===== src/shared/rlm_pkg.sv =====
// Constants, register map and state encoding of the read latency monitor
// Contract
// - ID map low half shows usable IDs
// - Enabled monitor times reads, address to data
// - Control bit picks first or last beat
// - Count samples; count late when latency >= limit
// - Add each latency into running total
// - After each check, time the next read
// - Suspend on saturation or control register read
// - Latency total read clears counters, resumes
// - Limit and counters writable only while disabled
// - Counter test keeps counters on enable/resume
// - Timer test starts timer at preload value
// - Timer saturates at terminal value, holds
// - Timer field shows latest read, writable disabled
// - Late count is 20 bits, suspends at ones
// - Legacy and new addresses alias same fields
// - Control and late count reset to zero
// - Sample count is 20-bit own register
// - Separate register holds latency total
package rlm_pkg;

	localparam int unsigned ADDR_W = 12;
	localparam int unsigned DATA_W = 32;
	localparam int unsigned TIMER_W = 12;
	localparam int unsigned CNT_W = 20;
	localparam int unsigned SUM_W = 28;
	localparam int unsigned ID_W = 4;
	localparam int unsigned ID_NUM = 16;

	localparam logic [ADDR_W-1:0] OFF_ID_MAP = 12'h524;
	localparam logic [ADDR_W-1:0] OFF_CTRL = 12'h530;
	localparam logic [ADDR_W-1:0] OFF_LATE = 12'h534;
	localparam logic [ADDR_W-1:0] OFF_SAMPLE = 12'h538;
	localparam logic [ADDR_W-1:0] OFF_SUM = 12'h53C;
	localparam logic [ADDR_W-1:0] OFF_LEG_ID_MAP = 12'h250;
	localparam logic [ADDR_W-1:0] OFF_LEG_CTRL = 12'h260;
	localparam logic [ADDR_W-1:0] OFF_LEG_SUM = 12'h264;

	localparam int unsigned BIT_ENABLE = 31;
	localparam int unsigned BIT_CNT_TEST = 30;
	localparam int unsigned BIT_TMR_TEST = 29;
	localparam int unsigned BIT_LAST_BEAT = 28;
	localparam int unsigned LIMIT_LSB = 16;
	localparam int unsigned LIMIT_MSB = 27;
	localparam int unsigned TIMER_LSB = 0;
	localparam int unsigned TIMER_MSB = 11;

	localparam logic [DATA_W-1:0] RST_WORD = 32'h0000_0000;
	localparam logic [TIMER_W-1:0] TIMER_ZERO = 12'h000;
	localparam logic [TIMER_W-1:0] TIMER_ONE = 12'h001;
	localparam logic [TIMER_W-1:0] TIMER_PRELOAD = 12'hFF0;
	localparam logic [TIMER_W-1:0] TIMER_TERMINAL = 12'hFFF;
	localparam logic [CNT_W-1:0] CNT_ZERO = 20'h0_0000;
	localparam logic [CNT_W-1:0] CNT_ONE = 20'h0_0001;
	localparam logic [CNT_W-1:0] CNT_MAX = 20'hF_FFFF;
	localparam logic [SUM_W-1:0] SUM_ZERO = 28'h000_0000;
	localparam logic [SUM_W-1:0] SUM_MAX = 28'hFFF_FFFF;
	localparam logic [ID_NUM-1:0] ID_MAP_ZERO = 16'h0000;

	typedef enum logic [1:0] {
		ST_IDLE = 2'b00,
		ST_MEASURE = 2'b01,
		ST_TALLY = 2'b11
	} mon_state_t;

endpackage : rlm_pkg


===== src/shared/reg_access_if.sv =====
// Register access strobes between the APB port and the register file
`timescale 1ns/1ps
interface reg_access_if;
	import rlm_pkg::*;
	logic wr_stb;
	logic rd_stb;
	logic [ADDR_W-1:0] addr;
	logic [DATA_W-1:0] wdata;
	logic [DATA_W-1:0] rdata;
	logic hit;
	modport slave(output wr_stb, output rd_stb, output addr, output wdata,
		input rdata, input hit);
	modport regs(input wr_stb, input rd_stb, input addr, input wdata,
		output rdata, output hit);
endinterface : reg_access_if


===== src/hdl/apb_port.sv =====
// APB slave handshake, one wait state, registered read data
`timescale 1ns/1ps
module apb_port import rlm_pkg::*; (
	// Clock and reset
	input wire logic core_clk_i,
	input wire logic nrst_i,
	// APB
	input wire logic psel_i,
	input wire logic penable_i,
	input wire logic pwrite_i,
	input wire logic [ADDR_W-1:0] paddr_i,
	input wire logic [DATA_W-1:0] pwdata_i,
	output logic [DATA_W-1:0] prdata_o,
	output logic pready_o,
	output logic pslverr_o,
	// Register side
	reg_access_if.slave bus
);
	logic access;
	logic wait_q;
	logic hit_q;

	assign access = psel_i & penable_i;
	assign pready_o = access & wait_q;
	assign pslverr_o = pready_o & ~hit_q;
	assign bus.addr = paddr_i;
	assign bus.wdata = pwdata_i;
	// Read side effects fire once, in the first access cycle
	assign bus.rd_stb = access & ~wait_q & ~pwrite_i;
	assign bus.wr_stb = pready_o & pwrite_i & hit_q;

	always_ff @(posedge core_clk_i or negedge nrst_i) begin
		if (!nrst_i) begin
			wait_q <= 1'b0;
		end else if (pready_o) begin
			wait_q <= 1'b0;
		end else if (access) begin
			wait_q <= 1'b1;
		end
	end

	always_ff @(posedge core_clk_i or negedge nrst_i) begin
		if (!nrst_i) begin
			hit_q <= 1'b0;
			prdata_o <= RST_WORD;
		end else if (access & ~wait_q) begin
			hit_q <= bus.hit;
			prdata_o <= (pwrite_i | ~bus.hit) ? RST_WORD : bus.rdata;
		end
	end

endmodule : apb_port


===== src/hdl/check_timer.sv =====
// Per-check 12-bit latency timer with preload and saturation
`timescale 1ns/1ps
module check_timer import rlm_pkg::*; (
	// Clock and reset
	input wire logic core_clk_i,
	input wire logic nrst_i,
	// Control
	input wire logic start_i,
	input wire logic run_i,
	input wire logic preload_i,
	input wire logic load_i,
	input wire logic [TIMER_W-1:0] load_val_i,
	// Value
	output logic [TIMER_W-1:0] count_o
);
	always_ff @(posedge core_clk_i or negedge nrst_i) begin
		if (!nrst_i) begin
			count_o <= TIMER_ZERO;
		end else if (start_i) begin
			count_o <= preload_i ? TIMER_PRELOAD : TIMER_ZERO;
		end else if (load_i) begin
			count_o <= load_val_i;
		end else if (run_i && count_o != TIMER_TERMINAL) begin
			count_o <= count_o + TIMER_ONE;
		end
	end

endmodule : check_timer


===== src/hdl/axi_read_latency_monitor.sv =====
// AXI read latency monitor: register file, measurement control, counters
//
// Register access over APB was left to the implementer.
`timescale 1ns/1ps
module axi_read_latency_monitor import rlm_pkg::*; (
	// Clock and reset
	input wire logic core_clk_i,
	input wire logic nrst_i,
	// APB slave
	input wire logic psel_i,
	input wire logic penable_i,
	input wire logic pwrite_i,
	input wire logic [ADDR_W-1:0] paddr_i,
	input wire logic [DATA_W-1:0] pwdata_i,
	output logic [DATA_W-1:0] prdata_o,
	output logic pready_o,
	output logic pslverr_o,
	// Observed AXI read address channel
	input wire logic arvalid_i,
	input wire logic arready_i,
	input wire logic [ID_W-1:0] arid_i,
	// Observed AXI read data channel
	input wire logic rvalid_i,
	input wire logic rready_i,
	input wire logic [ID_W-1:0] rid_i,
	input wire logic rlast_i,
	// Hardwired ID availability
	input wire logic [ID_NUM-1:0] id_usable_i,
	// Status
	output logic check_busy_o,
	output logic suspended_o
);
	reg_access_if regs_bus();

	mon_state_t state_q;
	logic [ID_NUM-1:0] id_meta_q;
	logic [ID_NUM-1:0] id_usable_q;
	logic enable_q;
	logic cnt_test_q;
	logic tmr_test_q;
	logic last_beat_q;
	logic [TIMER_W-1:0] limit_q;
	logic [CNT_W-1:0] late_q;
	logic [CNT_W-1:0] sample_q;
	logic [SUM_W-1:0] sum_q;
	logic [ID_W-1:0] cur_id_q;
	logic [CNT_W-1:0] late_d;
	logic [CNT_W-1:0] sample_d;
	logic [SUM_W-1:0] sum_d;
	logic enable_d;
	logic [TIMER_W-1:0] latency;

	logic ctrl_sel;
	logic late_sel;
	logic sample_sel;
	logic sum_sel;
	logic map_sel;
	logic wr_ctrl;
	logic rd_ctrl;
	logic rd_sum;
	logic fields_open;
	logic enable_rise;
	logic clr_cnt;
	logic resume;
	logic sat_d;
	logic ar_hs;
	logic end_hs;
	logic start;
	logic tally;
	logic is_late;
	logic [SUM_W:0] sum_ext;

	apb_port u_apb (
		.core_clk_i(core_clk_i),
		.nrst_i(nrst_i),
		.psel_i(psel_i),
		.penable_i(penable_i),
		.pwrite_i(pwrite_i),
		.paddr_i(paddr_i),
		.pwdata_i(pwdata_i),
		.prdata_o(prdata_o),
		.pready_o(pready_o),
		.pslverr_o(pslverr_o),
		.bus(regs_bus)
	);

	check_timer u_timer (
		.core_clk_i(core_clk_i),
		.nrst_i(nrst_i),
		.start_i(start),
		.run_i(state_q == ST_MEASURE),
		.preload_i(tmr_test_q),
		.load_i(wr_ctrl & fields_open),
		.load_val_i(regs_bus.wdata[TIMER_MSB:TIMER_LSB]),
		.count_o(latency)
	);

	// Hardwired strap pins, two stages before use
	always_ff @(posedge core_clk_i or negedge nrst_i) begin
		if (!nrst_i) begin
			id_meta_q <= ID_MAP_ZERO;
			id_usable_q <= ID_MAP_ZERO;
		end else begin
			id_meta_q <= id_usable_i;
			id_usable_q <= id_meta_q;
		end
	end

	// Address decode; legacy window lands on the same flops
	assign ctrl_sel = (regs_bus.addr == OFF_CTRL) || (regs_bus.addr == OFF_LEG_CTRL);
	assign sum_sel = (regs_bus.addr == OFF_SUM) || (regs_bus.addr == OFF_LEG_SUM);
	assign map_sel = (regs_bus.addr == OFF_ID_MAP) || (regs_bus.addr == OFF_LEG_ID_MAP);
	assign late_sel = regs_bus.addr == OFF_LATE;
	assign sample_sel = regs_bus.addr == OFF_SAMPLE;
	assign regs_bus.hit = ctrl_sel | sum_sel | map_sel | late_sel | sample_sel;

	assign wr_ctrl = regs_bus.wr_stb & ctrl_sel;
	assign rd_ctrl = regs_bus.rd_stb & ctrl_sel & enable_q;
	assign rd_sum = regs_bus.rd_stb & sum_sel & enable_q;
	assign fields_open = ~enable_q;
	assign enable_d = wr_ctrl ? regs_bus.wdata[BIT_ENABLE] : enable_q;
	assign enable_rise = enable_d & ~enable_q;
	assign resume = rd_sum | enable_rise;
	// Counter test keeps preloaded values across enable and resume
	assign clr_cnt = enable_rise ? ~regs_bus.wdata[BIT_CNT_TEST] :
		(rd_sum & ~cnt_test_q);

	always_comb begin
		regs_bus.rdata = RST_WORD;
		if (ctrl_sel) begin
			regs_bus.rdata[BIT_ENABLE] = enable_q;
			regs_bus.rdata[BIT_CNT_TEST] = cnt_test_q;
			regs_bus.rdata[BIT_TMR_TEST] = tmr_test_q;
			regs_bus.rdata[BIT_LAST_BEAT] = last_beat_q;
			regs_bus.rdata[LIMIT_MSB:LIMIT_LSB] = limit_q;
			regs_bus.rdata[TIMER_MSB:TIMER_LSB] = latency;
		end else if (late_sel) begin
			regs_bus.rdata[CNT_W-1:0] = late_q;
		end else if (sample_sel) begin
			regs_bus.rdata[CNT_W-1:0] = sample_q;
		end else if (sum_sel) begin
			regs_bus.rdata[SUM_W-1:0] = sum_q;
		end else if (map_sel) begin
			regs_bus.rdata[ID_NUM-1:0] = id_usable_q;
		end
	end

	// Control fields; mode bits stay writable while enabled
	always_ff @(posedge core_clk_i or negedge nrst_i) begin
		if (!nrst_i) begin
			enable_q <= RST_WORD[BIT_ENABLE];
			cnt_test_q <= RST_WORD[BIT_CNT_TEST];
			tmr_test_q <= RST_WORD[BIT_TMR_TEST];
			last_beat_q <= RST_WORD[BIT_LAST_BEAT];
		end else if (wr_ctrl) begin
			enable_q <= regs_bus.wdata[BIT_ENABLE];
			cnt_test_q <= regs_bus.wdata[BIT_CNT_TEST];
			tmr_test_q <= regs_bus.wdata[BIT_TMR_TEST];
			last_beat_q <= regs_bus.wdata[BIT_LAST_BEAT];
		end
	end

	always_ff @(posedge core_clk_i or negedge nrst_i) begin
		if (!nrst_i) begin
			limit_q <= RST_WORD[LIMIT_MSB:LIMIT_LSB];
		end else if (wr_ctrl & fields_open) begin
			limit_q <= regs_bus.wdata[LIMIT_MSB:LIMIT_LSB];
		end
	end

	// Measurement sequencing
	assign ar_hs = arvalid_i & arready_i;
	assign end_hs = rvalid_i & rready_i & (rid_i == cur_id_q)
		& (~last_beat_q | rlast_i);
	// Only an idle monitor takes a new read; later reads pass unsampled
	assign start = (state_q == ST_IDLE) & enable_q & ~suspended_o & ar_hs;
	assign tally = (state_q == ST_TALLY) & enable_q;
	assign is_late = latency >= limit_q;
	assign check_busy_o = state_q == ST_MEASURE;

	always_ff @(posedge core_clk_i or negedge nrst_i) begin
		if (!nrst_i) begin
			state_q <= ST_IDLE;
		end else begin
			unique case (state_q)
				ST_IDLE: begin
					if (start) begin
						state_q <= ST_MEASURE;
					end
				end
				ST_MEASURE: begin
					// Abort drops the sample rather than tally a stale one
					if (~enable_q | suspended_o) begin
						state_q <= ST_IDLE;
					end else if (end_hs) begin
						state_q <= ST_TALLY;
					end
				end
				ST_TALLY: begin
					state_q <= ST_IDLE;
				end
				default: begin
					state_q <= ST_IDLE;
				end
			endcase
		end
	end

	always_ff @(posedge core_clk_i or negedge nrst_i) begin
		if (!nrst_i) begin
			cur_id_q <= '0;
		end else if (start) begin
			cur_id_q <= arid_i;
		end
	end

	// Next counter values; a tally in the clearing cycle is kept
	always_comb begin
		late_d = clr_cnt ? CNT_ZERO : late_q;
		sample_d = clr_cnt ? CNT_ZERO : sample_q;
		sum_d = clr_cnt ? SUM_ZERO : sum_q;
		sum_ext = {1'b0, sum_d} + {{(SUM_W-TIMER_W+1){1'b0}}, latency};
		if (fields_open && regs_bus.wr_stb && late_sel) begin
			late_d = regs_bus.wdata[CNT_W-1:0];
		end else if (tally && is_late && late_d != CNT_MAX) begin
			late_d = late_d + CNT_ONE;
		end
		if (fields_open && regs_bus.wr_stb && sample_sel) begin
			sample_d = regs_bus.wdata[CNT_W-1:0];
		end else if (tally && sample_d != CNT_MAX) begin
			sample_d = sample_d + CNT_ONE;
		end
		if (fields_open && regs_bus.wr_stb && sum_sel) begin
			sum_d = regs_bus.wdata[SUM_W-1:0];
		end else if (tally) begin
			// Saturate so the total never wraps past its stop value
			sum_d = (sum_ext >= {1'b0, SUM_MAX}) ? SUM_MAX : sum_ext[SUM_W-1:0];
		end
	end

	always_ff @(posedge core_clk_i or negedge nrst_i) begin
		if (!nrst_i) begin
			late_q <= CNT_ZERO;
			sample_q <= CNT_ZERO;
			sum_q <= SUM_ZERO;
		end else begin
			late_q <= late_d;
			sample_q <= sample_d;
			sum_q <= sum_d;
		end
	end

	// Suspension: set wins over resume in the same cycle
	assign sat_d = (sample_d == CNT_MAX) | (late_d == CNT_MAX) | (sum_d == SUM_MAX);

	always_ff @(posedge core_clk_i or negedge nrst_i) begin
		if (!nrst_i) begin
			suspended_o <= 1'b0;
		end else begin
			suspended_o <= enable_d & ((suspended_o & ~resume) | rd_ctrl | sat_d);
		end
	end

endmodule : axi_read_latency_monitor


===== config.mk =====
export PLATFORM = sky130hd
export DESIGN_NAME = axi_read_latency_monitor
export DESIGN_NICKNAME = d
export VERILOG_FILES = /design/src/shared/rlm_pkg.sv /design/src/shared/reg_access_if.sv /design/src/hdl/apb_port.sv /design/src/hdl/check_timer.sv /design/src/hdl/axi_read_latency_monitor.sv
export SDC_FILE = /design/constraint.sdc
export NUM_CORES = 1
export LEC_CHECK = 0
export ABC_CLOCK_PERIOD_IN_PS = 5400
export BUFFER_PORTS_ARGS = -buffer_cell sky130_fd_sc_hd__buf_2
export CAP_MARGIN = 5
export CORE_ASPECT_RATIO = 0.6
export CORE_UTILIZATION = 25
export DETAILED_ROUTE_END_ITERATION = 8
export PLACE_DENSITY_LB_ADDON = 0.12
export SLEW_MARGIN = 15
export SYNTH_ARGS = -nofsm -noshare
export SYNTH_HDL_FRONTEND = slang
export SYNTH_HIERARCHICAL = 1
export SYNTH_SLANG_ARGS = --single-unit

===== constraint.sdc =====
create_clock -name core_clk_i -period 5.4 [get_ports core_clk_i]
set_clock_uncertainty 0.2 [all_clocks]
set_input_delay 1.08 -clock core_clk_i [delete_from_list [all_inputs] [get_ports core_clk_i]]
set_output_delay 1.08 -clock core_clk_i [all_outputs]
set_load 0.05 [all_outputs]

# After elaboration in Yosys (flattened, before gate mapping)
# Cells that the tools add are included.
dict set report word_totals {
  regBits 169
  wordCells 138
}
dict set report op_classes {
  add_sub_neg 4
  order_cmp 2
  eq_ne 19
  muxes 34
  bitwise 47
  reduce_logical 15
}
# op count
set op_table {}
lappend op_table {{two-way mux 20 bit} 8}
lappend op_table {{two-way mux 28 bit} 4}
lappend op_table {{two-way mux 12 bit} 7}
lappend op_table {{equality test 12 x 11 -> 1 bit, second input constant} 5}
lappend op_table {{adder 20 x 1 -> 20 bit, second input constant} 2}
lappend op_table {{equality test 20 bit, second input constant} 2}
lappend op_table {{inequality test 20 bit, second input constant} 2}
lappend op_table {{equality test 12 x 10 -> 1 bit, second input constant} 3}
lappend op_table {{two-way mux 16 bit} 2}
lappend op_table {{two-way mux 32 bit} 1}
lappend op_table {{adder 28 x 12 -> 29 bit} 1}
lappend op_table {{>= comparator 29 x 28 -> 1 bit, second input constant} 1}
lappend op_table {{equality test 28 bit, second input constant} 1}
lappend op_table {{bitwise AND 1 bit} 25}
lappend op_table {{two-way mux 8 bit} 2}
lappend op_table {{adder 12 x 1 -> 12 bit, second input constant} 1}
lappend op_table {{>= comparator 12 bit} 1}
lappend op_table {{inequality test 12 bit, second input constant} 1}
lappend op_table {{OR 1 bit} 12}
lappend op_table {{inverter 1 bit} 10}
lappend op_table {{logical AND 1 bit} 8}
lappend op_table {{two-way mux 4 bit} 2}
lappend op_table {{two-way mux 2 bit} 3}
lappend op_table {{equality test 4 bit} 1}
lappend op_table {{11 further kinds} 16}

# Logic depth before layout (Yosys ltp)
# Gate-level depths: netlist (run 1).
dict set report logic_depth {
  word_depth 18
  mapped_depth 22
}

# Modules after synthesis
# The synthesis (run 1) kept the hierarchy.
# module instances cells_per_inst area_each_um2
set by_module_without_submodules {}
lappend by_module_without_submodules {axi_read_latency_monitor 1 982 8330.5}
lappend by_module_without_submodules {apb_port 1 160 2085.8}
lappend by_module_without_submodules {check_timer 1 95 880.8}

# Worst setup path after synthesis (run 1)
# Ideal clock, no wire load.
dict set report synth_timing {
  path_type {input to register}
  startpoint {input port psel_i}
  endpoint {register suspended_o}
  setup_time_ns 0.092
  arrival_time_ns 5.540
  t_required_ns 5.108
  path_slack_ns -0.432
  path_stages 21
  n_path_buf 3
  path_cell_list {and3_2 -> and3_1 -> and4bb_2 -> nand2_1 -> a2111o_1 -> buf_2 -> and3_1 -> ha_1 -> clkbuf_1 -> and3_1 -> o21ai_0 -> a21oi_1 -> nor2b_1 -> or4_1 -> o21ai_1 -> buf_2 -> a21oi_1 -> o31ai_1 -> nand2_1 -> nand4b_1 -> o31ai_2}
}
dict set report synth_via {
  elab_chain_len 18
}
# element line_no
set synth_rtl {}
lappend synth_rtl {{from (decl)} axi_read_latency_monitor.sv:10} ;# input wire logic psel_i,
lappend synth_rtl {{bitwise AND 1 bit *} apb_port.sv:23} ;# assign access = psel_i & penable_i;
lappend synth_rtl {{bitwise AND 1 bit *} apb_port.sv:24} ;# assign pready_o = access & wait_q;
lappend synth_rtl {{bitwise AND 1 bit * (2 in a row)} apb_port.sv:30} ;# assign bus.wr_stb = pready_o & pwrite_i & hit_q;
lappend synth_rtl {{named net regs_bus.wr_stb} reg_access_if.sv:5} ;# logic wr_stb;
lappend synth_rtl {{bitwise AND 1 bit} axi_read_latency_monitor.sv:117} ;# assign wr_ctrl = regs_bus.wr_stb & ctrl_sel;
lappend synth_rtl {{two-way mux 1 bit} --}
lappend synth_rtl {{bitwise AND 1 bit} axi_read_latency_monitor.sv:122} ;# assign enable_rise = enable_d & ~enable_q;
lappend synth_rtl {{two-way mux 1 bit} axi_read_latency_monitor.sv:125} ;# assign clr_cnt = enable_rise ? ~regs_bus.wdata[BIT_CNT_TEST] :
lappend synth_rtl {{[... 3 more ...]} --}
lappend synth_rtl {{two-way mux 28 bit} axi_read_latency_monitor.sv:237} ;# sum_d = (sum_ext >= {1'b0, SUM_MAX}) ? SUM_MAX : sum_ext[SUM_W-1:0];
lappend synth_rtl {{two-way mux 28 bit} axi_read_latency_monitor.sv:235} ;# end else if (tally) begin
lappend synth_rtl {{two-way mux 28 bit *} axi_read_latency_monitor.sv:233} ;# if (fields_open && regs_bus.wr_stb && sum_sel) begin
lappend synth_rtl {{named net sum_d[21]} axi_read_latency_monitor.sv:49} ;# logic [SUM_W-1:0] sum_d;
lappend synth_rtl {{equality test 28 bit *} axi_read_latency_monitor.sv:254} ;# assign sat_d = (sample_d == CNT_MAX) | (late_d == CNT_MAX) | (sum_d == SUM_MAX);
lappend synth_rtl {{OR 1 bit *} axi_read_latency_monitor.sv:254}
lappend synth_rtl {{OR 1 bit *} axi_read_latency_monitor.sv:260} ;# suspended_o <= enable_d & ((suspended_o & ~resume) | rd_ctrl | sat_d);
lappend synth_rtl {{bitwise AND 1 bit *} axi_read_latency_monitor.sv:260}
lappend synth_rtl {{to (signal assigned)} axi_read_latency_monitor.sv:260}
lappend synth_rtl {{to (decl)} axi_read_latency_monitor.sv:31} ;# output logic suspended_o
# Mark *: on every way through the listed nets, which the timed path passes. The rest lies on a longest branch.
# A chain may end at the register's enable or synchronous reset.

# Worst setup path after layout (run 1)
dict set report layout_timing {
  startpoint {input port psel_i}
  endpoint {register suspended_o}
}
dict set report layout_via {
  elab_chain_len 18
}
# element line_no
set layout_rtl {}
lappend layout_rtl {{bitwise AND 1 bit *} apb_port.sv:23}
lappend layout_rtl {{bitwise AND 1 bit *} apb_port.sv:24}
lappend layout_rtl {{bitwise AND 1 bit * (2 in a row)} apb_port.sv:30}
lappend layout_rtl {{named net regs_bus.wr_stb} reg_access_if.sv:5}
lappend layout_rtl {{parallel branches: the longest is 8 deep, another holds adder 20 x 1 -> 20 bit} --}
lappend layout_rtl {{two-way mux 20 bit *} axi_read_latency_monitor.sv:223} ;# if (fields_open && regs_bus.wr_stb && late_sel) begin
lappend layout_rtl {{named net late_d[5]} axi_read_latency_monitor.sv:47} ;# logic [CNT_W-1:0] late_d;
lappend layout_rtl {{equality test 20 bit *} axi_read_latency_monitor.sv:254}
lappend layout_rtl {{OR 1 bit * (2 in a row)} axi_read_latency_monitor.sv:254}
lappend layout_rtl {{OR 1 bit *} axi_read_latency_monitor.sv:260}
lappend layout_rtl {{bitwise AND 1 bit *} axi_read_latency_monitor.sv:260}
# Mark *: on every way through the listed nets, which the timed path passes.

==> impl_metrics.toml, run 1 <==
[power]
power.total_w = 0.00295
vdd_drop_max_mv = 0.168
power.leakage_nw = 6.48
power_density_nw_per_um2 = 207

[clock_network]
cts_tree = "built"
clk_pin_slew_worst_paths_ps = 70
clkLatencyLatePin_ps = 460
cts_hold_buf = 0
ctsLongestPathBuffers = 2
numClockSinks = 169
htree_num_levels = 4
ctsRootBufferMaster = "clkbuf_16"
cts_inserted_buffers = 17

[detailed_routing]
drt_iter0_drc = 1188
wl_per_cell_microns = 24.6
drcViolationCount = 0
ant_nets = 0
vias = 10700
finalWirelength_microns = 50100
first_pass_iters = 6
vias_per_cell = 5.27

[min_path]
worstHoldPathType = "register to register"

[yosys]
synth_cell_types = 98
syn_area_sq_um = 11300
yosys_warnings = 6
ys_seq_elements = 169
synth_most_common_cell = "dfrtp_1"
netlist_top_cells_count = "169 x dfrtp_1, 157 x nand2_1, 64 x a21oi_1"
async_flop_share_pct = 100
syn_area_per_cell_sq_um = 9.13
synth-main-ff-cell = "dfrtp_1"
yosysTopAreaCellShare_pct = 37.4
synth_area_leaders = "dfrtp_1 37%, nand2_1 5.2%, mux2_4 4.0%"
syn-num-nets = 1340
ys_seq_area_share_pct = 37.4
synth_largest_area_cell = "dfrtp_1"
synth-edff-count = 0
synth_cells = 1237

[finish]
final_nets = 1546
drive_gt1_share_pct = 32.1
fill_cells = 4562
area_growth_pct = 26.1
final_core_util_pct = 32.4
num_antenna_cells = 0

[place]
pre_cts_slack_ps = -742
io_buffers = 113
hpwl_microns = 39000
place.gp.congestion = 0.960

[global_route]
track_usage_pct = 21.6
grt_pass1_vias = 10100
grt_overflow = 0
grt_pass1_wl_microns = 72600
antenna_found_initial = 0
grt_max_degree = 100

[timing]
min_period_over_period_pct = 98.1
timing.fmax_ghz = 0.189
setup_viol = 0
tightest_slew_ps = 1090
finalHoldViolCount = 0
rsz0062_at_grt = "yes"
slew_viol_final = 0
fin_hold_ws_ps = 151
fin_crit_ps = 5300
setup_ws_ps = 101
slew_headroom_pct = 27.4

[flow_run]
maxCapViolations = 0

[outcome]
outcome = "finished clean"

[setup_path]
start_kind = "input port"
criticalPathCategory = "input port to register"
crit_required_ps = 5570
critical_path.max_fanout = 5
cp.arrival_ps = 5470
cp-end-kind = "register"

[floorplanning]
fp.dieH_microns = 167
core_area_sq_um = 43900
ioPinCount = 114
start_util_pct = 25.7
die_area_sq_um = 46100
num_rows = 59
die_w_microns = 276
[per-stage QoR]
| step | area [sq um] | cells | TNS, ps |
|---|---|---|---|
| finish | 14200 | 2035 | 0 |
| global route | 14200 | 2035 | -22.5 |
| CTS | 14000 | 2026 | 0 |
| detailed placement | 13300 | 1992 | -1370 |
| global placement | 13300 | 1992 | -928 |
| floorplan | 11400 | 1237 | 0 |
[cell usage in the layout, fill, tap and decap left out, types with 17 or more instances in the layout]
| cell | instances |
|---|---|
| mux2_4 | 30 |
| a21oi_1 | 62 |
| xor2_1 | 35 |
| ha_1 | 23 |
| nand4_1 | 22 |
| and3b_1 | 32 |
| xnor2_1 | 34 |
| dfrtp_1 | 169 |
| o22ai_1 | 17 |
| o21ai_0 | 51 |
| buf_4 | 186 |
| buf_2 | 110 |
| inv_1 | 34 |
| nor3_1 | 19 |
| clkbuf_16 | 17 |
| nand2_1 | 155 |
| nor2_1 | 55 |
| and3_1 | 29 |
| nand3_1 | 55 |
[final cells by class]
class                   instances  area (sq um)  area share (%)
flip-flops and latches        169          4230            29.7
clock inverters                13           134           0.940
clock buffers                  19           443            3.11
well taps                     579           724            5.09
multi-input cells             919          6560            46.0
repair buffers                302          2030            14.2
inverters                      34           128           0.896
[routing by layer]
layer,track usage (%),part of all wire (%),wire length [microns]
met5,0,0,0
met4,4.06,0.91,458
met3,8.33,11,5270
met2,25.7,36,17900
met1,34.7,53,26500
[worst max-delay path: stages]
cell and delay (ps):
buf_8 70, and3_4 180, and3_4 200, and4bb_4 330
nand2_2 80, a2111o_1 380, and3_1 260, ha_1 210
and2_1 210, nand4_1 150, nor4b_2 70, and3_2 270
or4_1 470, a21oi_1 160, a21o_1 120, nand2_1 130
or4_1 480, nor4_4 310, buf_4 170, o21ai_2 70
o31ai_2 60
[where the power goes]
group | internal [W] | total [W] | switching [W] | leakage [nW]
Sequential | 0.00129 | 0.00131 | 0.0000225 | 2.10
Clock | 0.000661 | 0.00129 | 0.000625 | 0.276
Combinational | 0.000152 | 0.000355 | 0.000204 | 4.11
Total | 0.00210 | 0.00295 | 0.000851 | 6.48
[repair_timing]
item | 4_1_cts | 5_1_grt
setup endpoints to repair | 1 | 1
gates resized for setup | 12 | 43
setup buffers | 2 | 9
pin swaps | 8 | 21
[registers in the layout (all words and copies together) (netlist names)]
| name | count |
|---|---|
| u_apb/hit_q | 1 |
| suspended_o | 1 |
| cnt_test_q | 1 |
| u_apb/wait_q | 1 |
| last_beat_q | 1 |
| u_timer/count_o | 12 |
| u_apb/prdata_o | 32 |
| limit_q | 12 |
| enable_q | 1 |
| sum_q | 28 |
| late_q | 20 |
| id_meta_q | 16 |
| state_q | 2 |
| tmr_test_q | 1 |
| sample_q | 20 |
| cur_id_q | 4 |
| id_usable_q | 16 |
[cells by family after synthesis]
logic type / after synthesis / share of synthesized area [%]
DFF: 169 / 37.4
muxes: 51 / 6.01
buffers and inverters: 149 / 7.22
AOI/OAI and AO/OA: 275 / 16.6
adders and majority gates: 28 / 3.10
and+or+nand+nor: 494 / 24.1
xor gates and xnor gates: 71 / 5.50
[worst paths after layout]
path                               from                  to  slack [ps]  cells past startpoint
min in group asynchronous        nrst_i  u_apb/prdata_o[24]         530                      1
max in group asynchronous        nrst_i            sum_q[7]        3340                      2
hold reg to reg            id_meta_q[3]      id_usable_q[3]         150                      0
setup / recovery                 psel_i         suspended_o         100                     21
setup reg to reg           u_apb/wait_q         suspended_o         370                     20
hold / removal             id_meta_q[3]      id_usable_q[3]         150                      0
No activity file was read; power rests on OpenSTA's default activity.
==> inputs of run 2 (changes only) <==
- CORE_MARGIN: unset -> 5
==> impl_metrics.toml, run 2 (synthesized netlist as in run 1, its figures left out) <==
[detailed_routing]
vias = 10600
finalWirelength_microns = 50200
wl_per_cell_microns = 24.7
drt_iter0_drc = 1291
drcViolationCount = 0
first_pass_iters = 6
ant_nets = 0
vias_per_cell = 5.19

[power]
power.leakage_nw = 6.43
power_density_nw_per_um2 = 217
comb_power_share_pct = 11.1
p_sw_share_pct = 27.5
power.total_w = 0.00306
vdd_drop_max_mv = 0.187
power_switching_w = 0.000841
intPower_w = 0.00222
pwr-share-clk_pct = 46.0
seqPwrFrac_pct = 42.8

[finish]
mostFrequentLayoutCells = "172 x buf_4, 169 x dfrtp_1, 156 x nand2_1"
final_core_util_pct = 31.5
reg_top3 = "u_apb/prdata_o x32, sum_q x28"
num_antenna_cells = 0
final_nets = 1533
area_growth_pct = 24.8
final_common_cell = "buf_4"
largest-register = "u_apb/prdata_o"
fill_cells = 4747
largest_reg_flops = 32
drive_gt1_share_pct = 29.9

[clock_network]
cts_tree = "built"
ctsRootBufferMaster = "clkbuf_16"
cts_hold_buf = 0
cts_inserted_buffers = 17
numClockSinks = 169
clk_pin_slew_worst_paths_ps = 80
htree_num_levels = 4
ctsLongestPathBuffers = 2
clkLatencyLatePin_ps = 460

[floorplanning]
num_rows = 60
core_area_sq_um = 44700
start_util_pct = 25.2
die_w_microns = 284
fp.dieH_microns = 175
die_area_sq_um = 49700
ioPinCount = 114

[timing]
slew_viol_final = 0
setup_viol = 0
min_period_over_period_pct = 99.3
tightest_slew_ps = 1100
rsz0062_at_grt = "yes"
finalHoldViolCount = 0
timing.fmax_ghz = 0.186
fin_crit_ps = 5360
slew_headroom_pct = 26.8

[outcome]
outcome = "finished clean"

[global_route]
grt_max_degree = 101
antenna_found_initial = 0
grt_pass1_wl_microns = 72100
grt_overflow = 0
track_usage_pct = 19.7
grt_pass1_vias = 10000

[min_path]
hold_path_startpoint = "id_meta_q[11]"
worstHoldPathType = "register to register"

[setup_path]
critical_path.max_fanout = 8
rrSetupSlack_ps = 320
criticalPathCategory = "input port to register"
cp.arrival_ps = 5520
crit_path_start = "penable_i"
start_kind = "input port"
cp-end-kind = "register"
reg2reg_from = "u_apb/wait_q"
crit_required_ps = 5560

[place]
place.gp.congestion = 0.930
hpwl_microns = 39600
io_buffers = 113

[flow_run]
maxCapViolations = 0
run 2: cell types whose count changed in the layout (fill, tap and decap cells not counted), moves of 3 or more:
cell	before	now
buf_12	1	4
and3_1	29	32
buf_4	186	172
buf_6	3	0
clkinvlp_4	3	0
bufinv_16	1	4
and3_4	7	4
nor2_2	6	3
nor2_1	55	58
run 2: cell type report:
| type | count | area [sq um] | area share, % |
|---|---|---|---|
| repair buffers | 289 | 1950 | 13.8 |
| well taps | 589 | 737 | 5.23 |
| multi-input cells | 919 | 6420 | 45.5 |
| clock inverters | 13 | 203 | 1.44 |
| inverters | 34 | 128 | 0.905 |
| flip-flops and latches | 169 | 4230 | 30.0 |
| clock buffers | 19 | 433 | 3.07 |
run 2: worst paths after layout:
| path | end | cells after the start |
|---|---|---|
| hold reg to reg | id_usable_q[11] | 0 |
| min in group asynchronous | u_apb/prdata_o[25] | 1 |
| setup / recovery | suspended_o | 18 |
| max in group asynchronous | id_meta_q[3] | 2 |
| setup reg to reg | suspended_o | 17 |
| hold / removal | id_usable_q[11] | 0 |
run 2: critical path, cell delays in order:
cell,delay (ps)
buf_2,90
and3_4,180
and3_4,190
and4bb_4,330
nand2_2,70
a2111o_1,370
buf_4,200
and3_1,200
ha_1,270
a21o_1,180
a311o_1,450
o21ai_1,180
xor2_1,90
or4_1,530
or4_1,510
nor3_2,130
a31oi_1,170
o31ai_2,270
run 2: what timing repair did:
action | 4_1_cts | 5_1_grt
setup buffers | 0 | 1
pin swaps | 0 | 5
resized for setup | 5 | 13
endpoints found under the setup margin | 1 | 1
run 2: through the flow:
stage               area [sq um]  TNS (ps)  hold slack [ps]  setup WS, ps  std cells
finish                     14100         0              146          37.7       2032
global placement           13400      -610              134          -610       1999
CTS                        14000         0              147          12.3       2031
floorplan                  11400         0              131          8.50       1237
detailed placement         13400      -816              136          -730       1999
global route               14100      -129              160          -129       2032
run 2: power by group through the flow:
| stage | Combinational [W] | Clock, W | Sequential (W) |
|---|---|---|---|
| 6_report | 0.000341 | 0.00141 | 0.00131 |
| 5_1_grt | 0.000371 | 0.00149 | 0.00132 |
| 4_1_cts | 0.000340 | 0.00145 | 0.00131 |
| 3_5_place_dp | 0.000339 | 0 | 0.00134 |
| 3_3_place_gp | 0.000338 | 0 | 0.00134 |
| 2_1_floorplan | 0.000200 | 0 | 0.00133 |
run 2: per-layer routing:
metal	wire, microns	GRT usage (%)	vias to the layer above
met5	0	0	-
met4	578	3.61	0
met3	5190	6.87	35
met2	17700	23.5	477
met1	26700	32.4	5156
li1	-	-	4882
==> inputs of run 3 (changes only) <==
==> constraint.sdc (replaced) <==
create_clock -name core_clk_i -period 5.4 [get_ports core_clk_i]
set_clock_uncertainty 0.2 [all_clocks]
set_input_delay 0.27 -clock core_clk_i [delete_from_list [all_inputs] [get_ports core_clk_i]]
set_output_delay 0.27 -clock core_clk_i [all_outputs]
set_load 0.05 [all_outputs]
==> impl_metrics.toml, run 3 (synthesized netlist as in run 1, its figures left out) <==
[place]
hpwl_microns = 38400
dp.cells = 1917
io_buffers = 113
dpl_cell_area_sq_um = 12700
place.gp.congestion = 0.920

[clock_network]
clk_pin_slew_worst_paths_ps = 80
cts_tree = "built"
numClockSinks = 169
ctsLongestPathBuffers = 2
clkLatencyLatePin_ps = 460
cts_inserted_buffers = 17
htree_num_levels = 4
ctsRootBufferMaster = "clkbuf_16"

[setup_path]
slowest_stage = "dlygate4sd3_1"
reg2reg_from = "u_apb/wait_q"
cp_num_buf_inv = 3
cp-end-kind = "register"
rrSetupSlack_ps = 210
start_kind = "input port"
rr_endpoint = "suspended_o"
critical_path.max_fanout = 4
cp.depth = 22
ff2ff_path_depth = 20
max_stage_delay_ps = 520
crit_path_start = "penable_i"
criticalPathCategory = "input port to register"
crit_required_ps = 5540
path_cells = "dlygate4sd3_1 -> buf_2 -> and3_2 -> and3_1 -> and4bb_4 -> nand2_1 -> a2111o_1 -> and3_1 -> ha_1 -> and2_1 -> nand4_1 -> o21ai_0 -> or3_4 -> nor2_1 -> and4_1 -> xnor2_1 -> nor3_1 -> nor2_1 -> nor4_2 -> buf_4 -> o21ai_0 -> o31ai_2"
cp.arrival_ps = 5350
endpoint = "suspended_o"
cp_top_family = "simple AND/OR/NAND/NOR gates"

[global_route]
grt_max_degree = 105
track_usage_pct = 19.3
antenna_found_initial = 1
use_met1_pct = 31.5
grt_overflow = 0
grt_pass1_vias = 9939
grt_use_met2_pct = 23.3
grtUsageMet3_pct = 6.54
busiest_layer = "met1"
grt_pass1_wl_microns = 70800

[detailed_routing]
vias = 10600
first_pass_iters = 6
drt_iter0_drc = 1098
finalWirelength_microns = 49100
wl_per_cell_microns = 24.5
drcViolationCount = 0
vias_per_cell = 5.28
ant_nets = 0

[floorplanning]
die_area_sq_um = 49700
ioPinCount = 114
num_rows = 60
start_util_pct = 25.2
fp.dieH_microns = 175
die_w_microns = 284
core_area_sq_um = 44700

[timing]
min_period_over_period_pct = 96.5
slew_viol_final = 0
tightest_slew_ps = 1070
slew_headroom_pct = 28.5
finalHoldViolCount = 0
timing.fmax_ghz = 0.192
fin_crit_ps = 5210
setup_viol = 0

[finish]
area_growth_pct = 23.4
fill_cells = 4735
mostFrequentLayoutCells = "169 x dfrtp_1, 157 x nand2_1, 112 x buf_2"
final_common_cell = "dfrtp_1"
largest_reg_flops = 32
final_nets = 1505
fin_cells = 2005
drive_gt1_share_pct = 24.7
largest-register = "u_apb/prdata_o"
reg_top3 = "u_apb/prdata_o x32, sum_q x28"
fin_area_sq_um = 13900

[power]
power.leakage_nw = 6.21
vdd_drop_max_mv = 0.187
power_density_nw_per_um2 = 209

[flow_run]
maxCapViolations = 0

[outcome]
outcome = "finished clean"

[min_path]
worstHoldPathType = "input port to register"
## run 3: cell types whose count changed in the layout (fill, tap and decap cells not counted), moves of 3 or more
cell,change
buf_4,-81
dlygate4sd3_1,+54
bufinv_16,-4
and3_4,-3
clkinvlp_4,+3
o21ai_1,-3
o21ai_2,+3
o31ai_2,-3
## run 3: repair_timing
action | CTS | global route
hold endpoints to repair | 172 | 0
hold buffers | 54 | 0
gates resized for setup | 2 | 21
pin swaps | 0 | 4
setup endpoints to repair | 1 | 1
buffers inserted | 0 | 1
## run 3: layout make-up
cell class / count / area (sq um) / area share, %
Antenna cell: 1 / 2.50 / 0.0180
Clock buffer: 19 / 453 / 3.25
Clock inverter: 13 / 125 / 0.898
Inverter: 34 / 128 / 0.916
Multi-Input combinational cell: 919 / 6400 / 46.0
Sequential cell: 169 / 4230 / 30.3
Tap cell: 589 / 737 / 5.29
Timing Repair Buffer: 261 / 1860 / 13.3
## run 3: power by group
group / switching [W] / internal, W / leakage [nW] / total (W)
combinational: 0.000196 / 0.000144 / 3.83 / 0.000339
clock: 0.000634 / 0.000635 / 0.276 / 0.00127
sequential: 0.0000177 / 0.00129 / 2.10 / 0.00130
total: 0.000847 / 0.00206 / 6.21 / 0.00291
## run 3: layer usage
metal  vias to the layer above  part of all wire [%]
li1                       4841                     -
met1                      5215                    52
met2                       488                    36
met3                        33                    11
met4                         2                   1.1
met5                         -                  0.39
## run 3: worst min path at each step
stage,start,cells after the start,endpoint,slack (ps)
finish,pwdata_i[7],2,late_q[7],20
global route,pwdata_i[7],2,late_q[7],10
CTS,pwdata_i[7],2,late_q[7],0.9
detailed placement,id_meta_q[3],0,id_usable_q[3],130
global placement,id_meta_q[2],0,id_usable_q[2],140
floorplan,nrst_i,0,cnt_test_q,-230
## run 3: stage by stage
| stage | hold slack, ps | setup WS, ps | util [%] | setup TNS (ps) | power [W] |
|---|---|---|---|---|---|
| 2_1_floorplan | -226 | 263 | - | 0 | 0.00152 |
| 3_3_place_gp | 138 | 5.69 | 28.4 | 0 | 0.00164 |
| 3_5_place_dp | 135 | -35.1 | 28.4 | -35.1 | 0.00164 |
| 4_1_cts | 0.942 | 30.4 | 30.9 | 0 | 0.00295 |
| 5_1_grt | 14.0 | -64.2 | 31.1 | -64.2 | 0.00303 |
| 6_report | 16.2 | 191 | 31.1 | 0 | 0.00291 |
## run 3: worst register-to-register path, cell delays in order, from the launching register on
cell	delay (ps)
dfrtp_1	400
and3_2	220
and3_1	210
and4bb_4	330
nand2_1	110
a2111o_1	390
and3_1	250
ha_1	220
and2_1	210
nand4_1	160
o21ai_0	100
or3_4	390
nor2_1	500
and4_1	300
xnor2_1	150
nor3_1	70
nor2_1	280
nor4_2	100
buf_4	150
o21ai_0	250
o31ai_2	110
